### src/hdl/tpc_pkg.sv
// Register map, field positions and reset values of the PWM block
package tpc_pkg;

  localparam int ADDR_W = 8;
  localparam int DATA_W = 32;
  localparam int NUM_CH = 3;
  localparam int NUM_OUT = 6;

  // Register byte offsets
  localparam logic [7:0] OFF_HALF_PERIOD = 8'h00;
  localparam logic [7:0] OFF_DEAD_TIME = 8'h04;
  localparam logic [7:0] OFF_DUTY0 = 8'h08;
  localparam logic [7:0] DUTY_STRIDE = 8'h04;
  localparam logic [7:0] OFF_CTRL = 8'h14;
  localparam logic [7:0] OFF_OUT_EN = 8'h18;
  localparam logic [7:0] OFF_SWAP = 8'h1c;
  localparam logic [7:0] OFF_CHOP = 8'h20;
  localparam logic [7:0] OFF_INT_STATUS = 8'h24;
  localparam logic [7:0] OFF_INT_MASK = 8'h28;
  localparam logic [7:0] OFF_STATUS = 8'h2c;

  // Control register fields
  localparam int CTRL_RUN = 0;
  localparam int CTRL_EXT_SYNC = 1;
  localparam int CTRL_SW_TRIP = 2;
  localparam int CTRL_RELEASE = 3;

  // Chopper register fields
  localparam int CHOP_DIV_W = 8;
  localparam int CHOP_HI_EN = 8;
  localparam int CHOP_LO_EN = 9;

  // Interrupt status and mask fields
  localparam int INT_W = 2;
  localparam int INT_SYNC = 0;
  localparam int INT_SHUTDOWN = 1;

  // Status register fields
  localparam int STAT_SHUTDOWN = 0;
  localparam int STAT_DIR_UP = 1;
  localparam int STAT_TRIP = 2;
  localparam int STAT_CNT_LSB = 16;

  // Reset values
  localparam logic [15:0] HALF_PERIOD_RST = 16'h0100;
  localparam logic [9:0] DEAD_TIME_RST = 10'h000;
  localparam logic [15:0] DUTY_RST = 16'h0000;
  localparam logic [5:0] OUT_EN_RST = 6'h3f;
  localparam logic [7:0] CHOP_DIV_RST = 8'h00;

endpackage

### src/hdl/tpc_sync2.sv
// Two-flop synchroniser for pin inputs
`timescale 1ns/1ns
`default_nettype none

module tpc_sync2 #(
  parameter int W = 1,
  parameter logic [W-1:0] RST_VAL = '0
) (
  input wire logic mclk_in,
  input wire logic reset_in,
  input wire logic [W-1:0] async_in,
  output logic [W-1:0] sync_out
);

  logic [W-1:0] meta_q;
  logic [W-1:0] sync_q;

  always_ff @(posedge mclk_in) begin
    if (reset_in) begin
      meta_q <= RST_VAL;
      sync_q <= RST_VAL;
    end else begin
      meta_q <= async_in;
      sync_q <= meta_q;
    end
  end

  assign sync_out = sync_q;

endmodule

`default_nettype wire

### src/hdl/tpc_dead_band.sv
// Dead-time insertion for one complementary output pair
`timescale 1ns/1ns
`default_nettype none

module tpc_dead_band #(
  parameter int DT_W = 10
) (
  input wire logic mclk_in,
  input wire logic reset_in,
  input wire logic run_in,
  input wire logic raw_in,
  input wire logic [DT_W-1:0] dead_in,
  output logic high_out,
  output logic low_out
);

  logic prev_q;
  logic busy_q;
  logic tick_q;
  logic high_q;
  logic low_q;
  logic [DT_W-1:0] left_q;

  // Tick toggles every cycle, so one count of the dead time is two clocks
  always_ff @(posedge mclk_in) begin
    if (reset_in || !run_in) begin
      prev_q <= 1'b0;
      busy_q <= 1'b1;
      tick_q <= 1'b0;
      left_q <= '0;
      high_q <= 1'b0;
      low_q <= 1'b0;
    end else if (raw_in != prev_q) begin
      prev_q <= raw_in;
      tick_q <= 1'b1;
      left_q <= dead_in;
      busy_q <= (dead_in != '0);
      high_q <= (dead_in == '0) && raw_in;
      low_q <= (dead_in == '0) && !raw_in;
    end else if (busy_q) begin
      if (left_q == '0) begin
        busy_q <= 1'b0;
        high_q <= prev_q;
        low_q <= !prev_q;
      end else begin
        tick_q <= !tick_q;
        if (tick_q) begin
          left_q <= left_q - 1'b1;
        end
      end
    end
  end

  assign high_out = high_q;
  assign low_out = low_q;
endmodule

`default_nettype wire

### src/hdl/tpc_pwm_top.sv
// Three-phase centre-aligned PWM generator with trip shutdown and IRQ
//
// Our own choices: the plain strobed port and the placing of the registers.
`timescale 1ns/1ns
`default_nettype none

module tpc_pwm_top #(
  parameter int CNT_W = 16,
  parameter int DT_W = 10
) (
  input wire logic mclk_in,
  input wire logic reset_in,
  input wire logic [7:0] addr_in,
  input wire logic [31:0] wdata_in,
  input wire logic wr_in,
  input wire logic rd_in,
  output logic [31:0] rdata_out,
  input wire logic trip_n_in,
  input wire logic ext_sync_in,
  output logic [2:0] phase_high_out,
  output logic [2:0] phase_low_out,
  output logic period_sync_out,
  output logic irq_out
);

  if (CNT_W < 2 || CNT_W > 16 || DT_W < 1 || DT_W > 16) begin : g_bad
    $error("tpc_pwm_top: CNT_W must be 2..16, DT_W 1..16");
  end

  // Configuration registers
  logic [CNT_W-1:0] half_q;
  logic [DT_W-1:0] dead_q;
  logic [CNT_W-1:0] duty_q [tpc_pkg::NUM_CH];
  logic [CNT_W-1:0] duty_sh_q [tpc_pkg::NUM_CH];
  logic run_q;
  logic ext_sel_q;
  logic [tpc_pkg::NUM_OUT-1:0] oen_q;
  logic [tpc_pkg::NUM_CH-1:0] swap_q;
  logic [tpc_pkg::CHOP_DIV_W-1:0] chop_div_q;
  logic chop_hi_q;
  logic chop_lo_q;
  logic [tpc_pkg::INT_W-1:0] int_st_q;
  logic [tpc_pkg::INT_W-1:0] int_mask_q;
  logic irq_q;
  logic [31:0] rdata_q;

  // Timing unit state
  logic [CNT_W-1:0] cnt_q;
  logic [CNT_W-1:0] cnt_inc;
  logic dir_up_q;
  logic run_t;
  logic sync_pulse;

  // Shutdown and pins
  logic sd_q;
  logic sd_set;
  logic sd_event;
  logic [1:0] pins_s;
  logic trip_n_s;
  logic ext_s;
  logic ext_prev_q;
  logic ext_rise;

  // Chopper
  logic [tpc_pkg::CHOP_DIV_W-1:0] chop_cnt_q;
  logic chop_wave_q;

  // Per-channel outputs
  logic [tpc_pkg::NUM_CH-1:0] raw;
  logic [tpc_pkg::NUM_CH-1:0] hi_tu;
  logic [tpc_pkg::NUM_CH-1:0] lo_tu;
  logic [tpc_pkg::NUM_CH-1:0] ph_hi_q;
  logic [tpc_pkg::NUM_CH-1:0] ph_lo_q;

  // Bus decode
  logic wr_ctrl;
  logic sw_trip;
  logic release_req;
  logic [tpc_pkg::INT_W-1:0] int_clear;
  logic [tpc_pkg::INT_W-1:0] int_event;

  assign wr_ctrl = wr_in && (addr_in == tpc_pkg::OFF_CTRL);
  assign sw_trip = wr_ctrl && wdata_in[tpc_pkg::CTRL_SW_TRIP];
  assign release_req = wr_ctrl && wdata_in[tpc_pkg::CTRL_RELEASE];
  assign int_clear = (wr_in && addr_in == tpc_pkg::OFF_INT_STATUS) ?
                     wdata_in[tpc_pkg::INT_W-1:0] : '0;

  // Trip idles high so the synchroniser resets to the released level
  tpc_sync2 #(
    .W(2),
    .RST_VAL(2'b10)
  ) u_pin_sync (
    .mclk_in(mclk_in),
    .reset_in(reset_in),
    .async_in({trip_n_in, ext_sync_in}),
    .sync_out(pins_s)
  );

  assign trip_n_s = pins_s[1];
  assign ext_s = pins_s[0];
  assign ext_rise = ext_s && !ext_prev_q;

  always_ff @(posedge mclk_in) begin
    if (reset_in) begin
      ext_prev_q <= 1'b0;
    end else begin
      ext_prev_q <= ext_s;
    end
  end

  // Software registers
  always_ff @(posedge mclk_in) begin
    if (reset_in) begin
      half_q <= CNT_W'(tpc_pkg::HALF_PERIOD_RST);
      dead_q <= DT_W'(tpc_pkg::DEAD_TIME_RST);
      run_q <= 1'b0;
      ext_sel_q <= 1'b0;
      oen_q <= tpc_pkg::OUT_EN_RST;
      swap_q <= '0;
      chop_div_q <= tpc_pkg::CHOP_DIV_RST;
      chop_hi_q <= 1'b0;
      chop_lo_q <= 1'b0;
      int_mask_q <= '0;
    end else if (wr_in) begin
      case (addr_in)
        tpc_pkg::OFF_HALF_PERIOD: begin
          half_q <= wdata_in[CNT_W-1:0];
        end
        tpc_pkg::OFF_DEAD_TIME: begin
          dead_q <= wdata_in[DT_W-1:0];
        end
        tpc_pkg::OFF_CTRL: begin
          run_q <= wdata_in[tpc_pkg::CTRL_RUN];
          ext_sel_q <= wdata_in[tpc_pkg::CTRL_EXT_SYNC];
        end
        tpc_pkg::OFF_OUT_EN: begin
          oen_q <= wdata_in[tpc_pkg::NUM_OUT-1:0];
        end
        tpc_pkg::OFF_SWAP: begin
          swap_q <= wdata_in[tpc_pkg::NUM_CH-1:0];
        end
        tpc_pkg::OFF_CHOP: begin
          chop_div_q <= wdata_in[tpc_pkg::CHOP_DIV_W-1:0];
          chop_hi_q <= wdata_in[tpc_pkg::CHOP_HI_EN];
          chop_lo_q <= wdata_in[tpc_pkg::CHOP_LO_EN];
        end
        tpc_pkg::OFF_INT_MASK: begin
          int_mask_q <= wdata_in[tpc_pkg::INT_W-1:0];
        end
        default: begin
        end
      endcase
    end
  end

  // Shutdown controller: a new trip wins over a release in the same cycle
  assign sd_set = !trip_n_s || sw_trip;
  assign sd_event = sd_set && !sd_q;
  assign run_t = run_q && !sd_q;

  always_ff @(posedge mclk_in) begin
    if (reset_in) begin
      sd_q <= 1'b0;
    end else if (sd_set) begin
      sd_q <= 1'b1;
    end else if (release_req) begin
      sd_q <= 1'b0;
    end
  end

  // Up/down counter: 0 up to half, back down to 0, 2*half cycles a period
  assign cnt_inc = cnt_q + 1'b1;
  assign sync_pulse = run_t && (cnt_q == '0) && dir_up_q;

  // Half period values 0 and 1 are not supported; software avoids them
  always_ff @(posedge mclk_in) begin
    if (reset_in || !run_t) begin
      cnt_q <= '0;
      dir_up_q <= 1'b1;
    end else if (ext_sel_q && ext_rise) begin
      cnt_q <= '0;
      dir_up_q <= 1'b1;
    end else if (dir_up_q) begin
      cnt_q <= cnt_inc;
      if (cnt_inc >= half_q) begin
        dir_up_q <= 1'b0;
      end
    end else begin
      cnt_q <= cnt_q - 1'b1;
      if (cnt_q == CNT_W'(1)) begin
        dir_up_q <= 1'b1;
      end
    end
  end

  // Chopper: wave period is 2*(div+1) core cycles
  always_ff @(posedge mclk_in) begin
    if (reset_in) begin
      chop_cnt_q <= '0;
      chop_wave_q <= 1'b0;
    end else if (chop_cnt_q >= chop_div_q) begin
      chop_cnt_q <= '0;
      chop_wave_q <= !chop_wave_q;
    end else begin
      chop_cnt_q <= chop_cnt_q + 1'b1;
    end
  end

  // Per-channel compare, dead band and output stage
  for (genvar i = 0; i < tpc_pkg::NUM_CH; i++) begin : g_ch
    logic hi_sel;
    logic lo_sel;

    // Duty is taken only at period start or while stopped, so a pulse never tears mid-period
    always_ff @(posedge mclk_in) begin
      if (reset_in) begin
        duty_q[i] <= CNT_W'(tpc_pkg::DUTY_RST);
      end else if (wr_in && addr_in == 8'(tpc_pkg::OFF_DUTY0 +
                   8'(i) * tpc_pkg::DUTY_STRIDE)) begin
        duty_q[i] <= wdata_in[CNT_W-1:0];
      end
    end

    always_ff @(posedge mclk_in) begin
      if (reset_in) begin
        duty_sh_q[i] <= CNT_W'(tpc_pkg::DUTY_RST);
      end else if (sync_pulse || !run_t) begin
        duty_sh_q[i] <= duty_q[i];
      end
    end

    // Pulse is symmetric about the counter's zero point
    assign raw[i] = duty_sh_q[i] > cnt_q;

    tpc_dead_band #(
      .DT_W(DT_W)
    ) u_dead (
      .mclk_in(mclk_in),
      .reset_in(reset_in),
      .run_in(run_t),
      .raw_in(raw[i]),
      .dead_in(dead_q),
      .high_out(hi_tu[i]),
      .low_out(lo_tu[i])
    );

    assign hi_sel = swap_q[i] ? lo_tu[i] : hi_tu[i];
    assign lo_sel = swap_q[i] ? hi_tu[i] : lo_tu[i];

    always_ff @(posedge mclk_in) begin
      if (reset_in || sd_q) begin
        ph_hi_q[i] <= 1'b0;
        ph_lo_q[i] <= 1'b0;
      end else begin
        ph_hi_q[i] <= hi_sel && oen_q[i] &&
                      (!chop_hi_q || chop_wave_q);
        ph_lo_q[i] <= lo_sel && oen_q[i + tpc_pkg::NUM_CH] &&
                      (!chop_lo_q || chop_wave_q);
      end
    end
  end

  assign phase_high_out = ph_hi_q;
  assign phase_low_out = ph_lo_q;
  assign period_sync_out = sync_pulse;

  // Interrupts: sticky, write one to clear, a new event wins over a clear
  assign int_event[tpc_pkg::INT_SYNC] = sync_pulse;
  assign int_event[tpc_pkg::INT_SHUTDOWN] = sd_event;

  always_ff @(posedge mclk_in) begin
    if (reset_in) begin
      int_st_q <= '0;
    end else begin
      int_st_q <= (int_st_q & ~int_clear) | int_event;
    end
  end

  always_ff @(posedge mclk_in) begin
    if (reset_in) begin
      irq_q <= 1'b0;
    end else begin
      irq_q <= |(int_st_q & int_mask_q);
    end
  end

  assign irq_out = irq_q;

  // Read port: data valid only in the cycle after the strobe
  always_ff @(posedge mclk_in) begin
    if (reset_in || !rd_in) begin
      rdata_q <= '0;
    end else begin
      case (addr_in)
        tpc_pkg::OFF_HALF_PERIOD: rdata_q <= 32'(half_q);
        tpc_pkg::OFF_DEAD_TIME: rdata_q <= 32'(dead_q);
        tpc_pkg::OFF_DUTY0: rdata_q <= 32'(duty_q[0]);
        8'(tpc_pkg::OFF_DUTY0 + tpc_pkg::DUTY_STRIDE):
          rdata_q <= 32'(duty_q[1]);
        8'(tpc_pkg::OFF_DUTY0 + 8'h2 * tpc_pkg::DUTY_STRIDE):
          rdata_q <= 32'(duty_q[2]);
        tpc_pkg::OFF_CTRL: begin
          rdata_q <= '0;
          rdata_q[tpc_pkg::CTRL_RUN] <= run_q;
          rdata_q[tpc_pkg::CTRL_EXT_SYNC] <= ext_sel_q;
        end
        tpc_pkg::OFF_OUT_EN: rdata_q <= 32'(oen_q);
        tpc_pkg::OFF_SWAP: rdata_q <= 32'(swap_q);
        tpc_pkg::OFF_CHOP: begin
          rdata_q <= 32'(chop_div_q);
          rdata_q[tpc_pkg::CHOP_HI_EN] <= chop_hi_q;
          rdata_q[tpc_pkg::CHOP_LO_EN] <= chop_lo_q;
        end
        tpc_pkg::OFF_INT_STATUS: rdata_q <= 32'(int_st_q);
        tpc_pkg::OFF_INT_MASK: rdata_q <= 32'(int_mask_q);
        tpc_pkg::OFF_STATUS: begin
          rdata_q <= '0;
          rdata_q[tpc_pkg::STAT_SHUTDOWN] <= sd_q;
          rdata_q[tpc_pkg::STAT_DIR_UP] <= dir_up_q;
          rdata_q[tpc_pkg::STAT_TRIP] <= !trip_n_s;
          rdata_q[tpc_pkg::STAT_CNT_LSB +: CNT_W] <= cnt_q;
        end
        default: rdata_q <= '0;
      endcase
    end
  end

  assign rdata_out = rdata_q;
endmodule

`default_nettype wire

### config.mk
export PLATFORM = sky130hd
export DESIGN_NAME = tpc_pwm_top
export DESIGN_NICKNAME = d
export VERILOG_FILES = /design/src/hdl/tpc_pkg.sv /design/src/hdl/tpc_sync2.sv /design/src/hdl/tpc_dead_band.sv /design/src/hdl/tpc_pwm_top.sv
export SDC_FILE = /design/constraint.sdc
export NUM_CORES = 1
export LEC_CHECK = 0
export BUFFER_PORTS_ARGS = -buffer_cell sky130_fd_sc_hd__buf_2
export CAP_MARGIN = 20
export CORE_ASPECT_RATIO = 0.8
export CORE_MARGIN = 2
export CORE_UTILIZATION = 40
export CTS_CLUSTER_DIAMETER = 150
export DETAILED_ROUTE_END_ITERATION = 7
export GPL_TIMING_DRIVEN = 0
export PLACE_DENSITY = 0.65
export SYNTH_ARGS = -nofsm -noshare
export SYNTH_HDL_FRONTEND = slang
export SYNTH_SLANG_ARGS = --single-unit
export TNS_END_PERCENT = 20
### constraint.sdc
create_clock -name mclk_in -period 2.89 [get_ports mclk_in]
set_input_delay 0.578 -clock mclk_in [delete_from_list [all_inputs] [get_ports mclk_in]]
set_output_delay 0.578 -clock mclk_in [all_outputs]
set_load 0.05 [all_outputs]
* After elaboration in Yosys (flattened, before gate mapping)
Memories as Yosys holds them, arrays and structs flattened.
Index checks and enable logic that the tools add are counted.
W data, S select, Z words.
** Operators by class
- $add $sub $neg :: 6
- Magnitude comparators :: 5
- Eq/ne operators :: 18
- Muxes and demuxes :: 82
- Bitwise operators :: 10
- Reduce and logical (&&, ||, !) cells :: 91
** Operators by type and width (number)
- $pmux W32 S12 :: 1
- $mux W10 :: 12
- $mux W16 :: 7
- $mux W1 :: 61
- $gt A16 B16 Y1 :: 3
- $logic_not A10 Y1 :: 4
- $eq A8 B5 Y1 const B :: 4
- $eq A8 B6 Y1 const B :: 4
- $logic_and A1 B1 Y1 :: 31
- $sub A10 B1 Y10 const B :: 3
- $reduce_and A2 Y1 :: 13
- $reduce_bool A2 Y1 :: 10
- $logic_not A1 Y1 :: 17
- $add A16 B1 Y16 const B :: 1
- $eq A16 B1 Y1 const B :: 1
- $eq A8 B4 Y1 const B :: 2
- $ge A16 B16 Y1 :: 1
- $logic_not A16 Y1 :: 1
- $sub A16 B1 Y16 const B :: 1
- $reduce_bool A10 Y1 :: 1
- $reduce_and A3 Y1 :: 3
- $add A8 B1 Y8 const B :: 1
- $eq A8 B3 Y1 const B :: 1
- $ge A8 B8 Y1 :: 1
- 10 further kinds :: 28
** Storage, ports and cells
- Register bits :: 167
- RAM bits :: 96
- Input port bits :: 46
- Output and inout bits :: 40
- Memories :: 2
** Memories
- duty_q :: words 3, bits a word 16, read ports 3, clocked after memory_dff 0, wr ports 3, line tpc_pwm_top.sv:33 : logic [CNT_W-1:0] duty_q [tpc_pkg::NUM_CH];
- duty_sh_q :: words 3, bits a word 16, read ports 3, clocked after memory_dff 0, wr ports 3, line tpc_pwm_top.sv:34 : logic [CNT_W-1:0] duty_sh_q [tpc_pkg::NUM_CH];

* Logic depth before layout (Yosys ltp)
- Depth in word-level cells :: 9
- Depth in mapped cells :: 12
- Depth with buffers taken out :: 12

* Modules after synthesis
Synthesis repeated with hierarchy kept, for this count alone.
** Second synthesis, totals
- Cell total of the unflattened synthesis :: 1389
- Area, all modules :: 13301.5 um^2
** Modules (own cells, without submodules)
- tpc_pwm_top :: times used 1, cells an instance 1093, area each 10745.3 um^2
- tpc_dead_band :: times used 3, cells an instance 96, area each 817.0 um^2
- tpc_sync2 :: times used 1, cells an instance 8, area each 105.1 um^2

* Worst setup path after synthesis
No wires, ideal clock.
- Path type :: reg-to-reg
- Start :: register cnt_q[4]
- End :: memory duty_sh_q[0][0] (enable)
- Setup time :: 0.407 ns
- Arrival time :: 2.665 ns
- Required time :: 2.483 ns
- Setup slack :: -0.182 ns
- Cell stages (with the launch flop) :: 7
- Clock period less this slack :: 3.072 ns
- Cells stage by stage :: dfxtp_1 buf_6 or3_4 nor3_4 nand3_2 or4_4 nand2_1
** RTL lines
- start: declaration :: line tpc_pwm_top.sv:48 : logic [CNT_W-1:0] cnt_q;
- start signal: assignment :: line tpc_pwm_top.sv:184 : cnt_q <= cnt_inc;
- start signal: assignment :: line tpc_pwm_top.sv:189 : cnt_q <= cnt_q - 1'b1;
- end: declaration :: line tpc_pwm_top.sv:34

* Worst setup path in the final report
- Start :: register cnt_q[9]
- End :: output port period_sync_out
** On the way
- Longest elaborated chain between the ends :: 3
** Ends and longest elaborated chain
- $logic_not A16 Y1 :: line tpc_pwm_top.sv:173 : assign sync_pulse = run_t && (cnt_q == '0) && dir_up_q;
- $logic_and A1 B1 Y1 (2 in a row) :: line tpc_pwm_top.sv:173
- end: declaration :: line tpc_pwm_top.sv:22 : output logic period_sync_out,
Every way passes these cells.

==> results.ini <==
[detailed_routing]
ant_nets = 0
vias = 10800
drtIter0Drc = 1051
vias_per_cell = 5.64
wirelength_um = 39000
first_pass_iters = 7
drcViolationCount = 0
wl_per_cell_um = 20.4

[grt]
grtUsageMet2_pct = 33.9
grt_busiest_layer = met2
grt_pass1_vias = 10200
grt_max_degree = 49
antenna_found_initial = 1
grt_pass1_wl_um = 59900
overflow = 0
grt_use_met1_pct = 31.6
grt_util_met3_pct = 3.98
grt_usage_pct = 22.0

[floorplan]
start_util_pct = 40.7
dieArea_um2 = 34700
ios = 86
die_w_um = 208
rows = 59
coreArea_um2 = 32600
die_h_um = 167

[synth]
ys_seq_elements = 263
async_flop_share_pct = 0
syn_area_um2 = 13300
syn_inst = 1357
synth_flop_cell = dfxtp_1
yosys-top-cells-count = dfxtp_1 (167), nand2_1 (130), and2_1 (104)
synth_edf_count = 96
ys_top_cells_by_area = dfxtp_1 (25%), edfxtp_1 (22%), ha_1 (7.5%)
ys_seq_area_share_pct = 46.9
synth_top_area_share_pct = 25.2
syn_avg_cell_area_um2 = 9.78
ys_warn_count = 0
yosysTopAreaCell = dfxtp_1
synth_fp_nets = 1483
synth.distinct_cells = 72
synth.most_common_cell = dfxtp_1

[timing]
period_share_pct = 99.2
finalSetupTns_ns = 0
slew_headroom_pct = 41.5
fin_crit_ns = 2.87
skew_ns = 0.0233
hold_viol = 0
rsz0062_at_grt = yes
timing.fmax_mhz = 349
setup_viol = 0
worst_pin_slew_ns = 0.875
slew_violations = 0

[finish]
insertedDiodeCount = 0
syn_to_final_growth_pct = 15.2
fin_nets = 1589
utilization_pct = 46.9
stdcell_count = 1912
drive_gt1_share_pct = 13.1

[run]
cap_viol_max_count = 0

[clocking]
cts-buffers-inserted = 29
clk_latency_ns = 0.55
numClockSinks = 263
cts_hold_buf = 0
cts_buffer_depth = 3
cts-root-buf = clkbuf_16
h-tree-depth = 1
path_clk_slew_ns = 0.06
cts_tree = done

[setup_path]
cp_num_buf_inv = 3
crit_family = simple AND/OR/NAND/NOR gates
critPathKind = reg -> out
crit_arrival_ns = 2.29
crit_path_end_kind = output port
crit_slowest_cell = or4_4
cp-start-kind = flop
rrSetupSlack_ns = 0.06
path_cells = buf_6, or3_4, nor3_4, nand3_2, or4_4, inv_2, buf_8
max_stage_delay_ns = 0.45
required_ns = 2.31
worstPathMaxFanout = 7

[pwr]
p_per_area_nw_per_um2 = 520
p_leak_nw = 5.92
peakVddDrop_mv = 0.418

[placement]
place_hpwl_um = 29000
port_buffers = 69
gp_congestion = 0.927
dp.cells = 1854

[min_path]
hold_path_class = in -> reg

[run_status]
outcome = finished, final reports clean

worst paths after layout:
kind | depth (start not counted) | from | endpoint
hold / removal | 2 | trip_n_in | u_pin_sync.meta_q[1]
setup / recovery | 7 | cnt_q[9] | period_sync_out
hold reg to reg | 1 | u_pin_sync.meta_q[1] | u_pin_sync.sync_out[1]
setup reg to reg | 10 | cnt_q[9] | g_ch[0].u_dead.left_q[9]
kinds of logic after synthesis:
kind of cell	count (synthesis)	synth area share (%)
compound gates	246	12.4
xor+xnor	57	3.76
fa+ha+maj	80	7.54
buf+inv	132	4.11
flops	263	46.9
mux	55	4.33
simple gates	524	21.0
timing repair:
item	in CTS	in global routing
buffers inserted	4	4
cloned	0	1
setup endpoints to repair	132	50
pin swaps	5	6
resized for setup	32	31
metrics by stage:
stage | worst slack, ns | area [µm²] | power [W] | hold slack [ns]
2_1_floorplan | 0.130 | 13300 | 0.00429 | 0.389
3_3_place_gp | -1.23 | 14200 | 0.00445 | 0.392
3_5_place_dp | -0.919 | 14200 | 0.00447 | 0.397
4_1_cts | -0.0385 | 15200 | 0.00797 | 0.196
5_1_grt | -0.0576 | 15300 | 0.00819 | 0.205
6_report | 0.0244 | 15300 | 0.00795 | 0.210
cells in the final DEF, fill, tap and decap left out, types with 11 or more instances in the layout:
| master | instances |
|---|---|
| a211oi_1 | 11 |
| a21oi_1 | 87 |
| a22oi_1 | 30 |
| a31oi_1 | 16 |
| and2_1 | 104 |
| and3_1 | 31 |
| buf_2 | 73 |
| clkbuf_1 | 56 |
| clkbuf_16 | 30 |
| dfxtp_1 | 157 |
| edfxtp_1 | 96 |
| ha_1 | 79 |
| inv_1 | 52 |
| mux2i_1 | 45 |
| nand2_1 | 129 |
| nand3_1 | 64 |
| nand4_1 | 17 |
| nor2_1 | 62 |
| nor3_1 | 30 |
| nor4_1 | 22 |
| o21ai_0 | 19 |
| xnor2_1 | 45 |
sequential cells by signal, indices dropped and copies added (netlist names), 6 cells and up:
signal              flops
chop_cnt_q              8
rdata_out              32
cnt_q                  16
duty_q                 48
half_q                 16
g_ch.u_dead.left_q     30
chop_div_q              8
oen_q                   6
duty_sh_q              48
dead_q                 10
per-layer routing:
metal	wire length (µm)	vias up
met5	13	-
met4	1150	2
met3	3210	79
met2	16900	454
met1	17700	5138
li1	-	5120
power by group:
group / internal (W) / total [W] / switching [W]
Combinational: 0.000184 / 0.000471 / 0.000288
Sequential: 0.00391 / 0.00396 / 0.0000474
Clock: 0.00202 / 0.00353 / 0.00150
Total: 0.00612 / 0.00795 / 0.00184
final cells by class:
cell class	count	area (µm²)
inverter	62	236
fill	3040	17300
sequential	263	6240
multi-input combinational	962	6640
clock inverter	14	87.6
clock buffer	39	805
buffer	66	312
timing repair buffer	79	428
tap	427	534
Note: power is estimated with default switching activity, not from simulation.
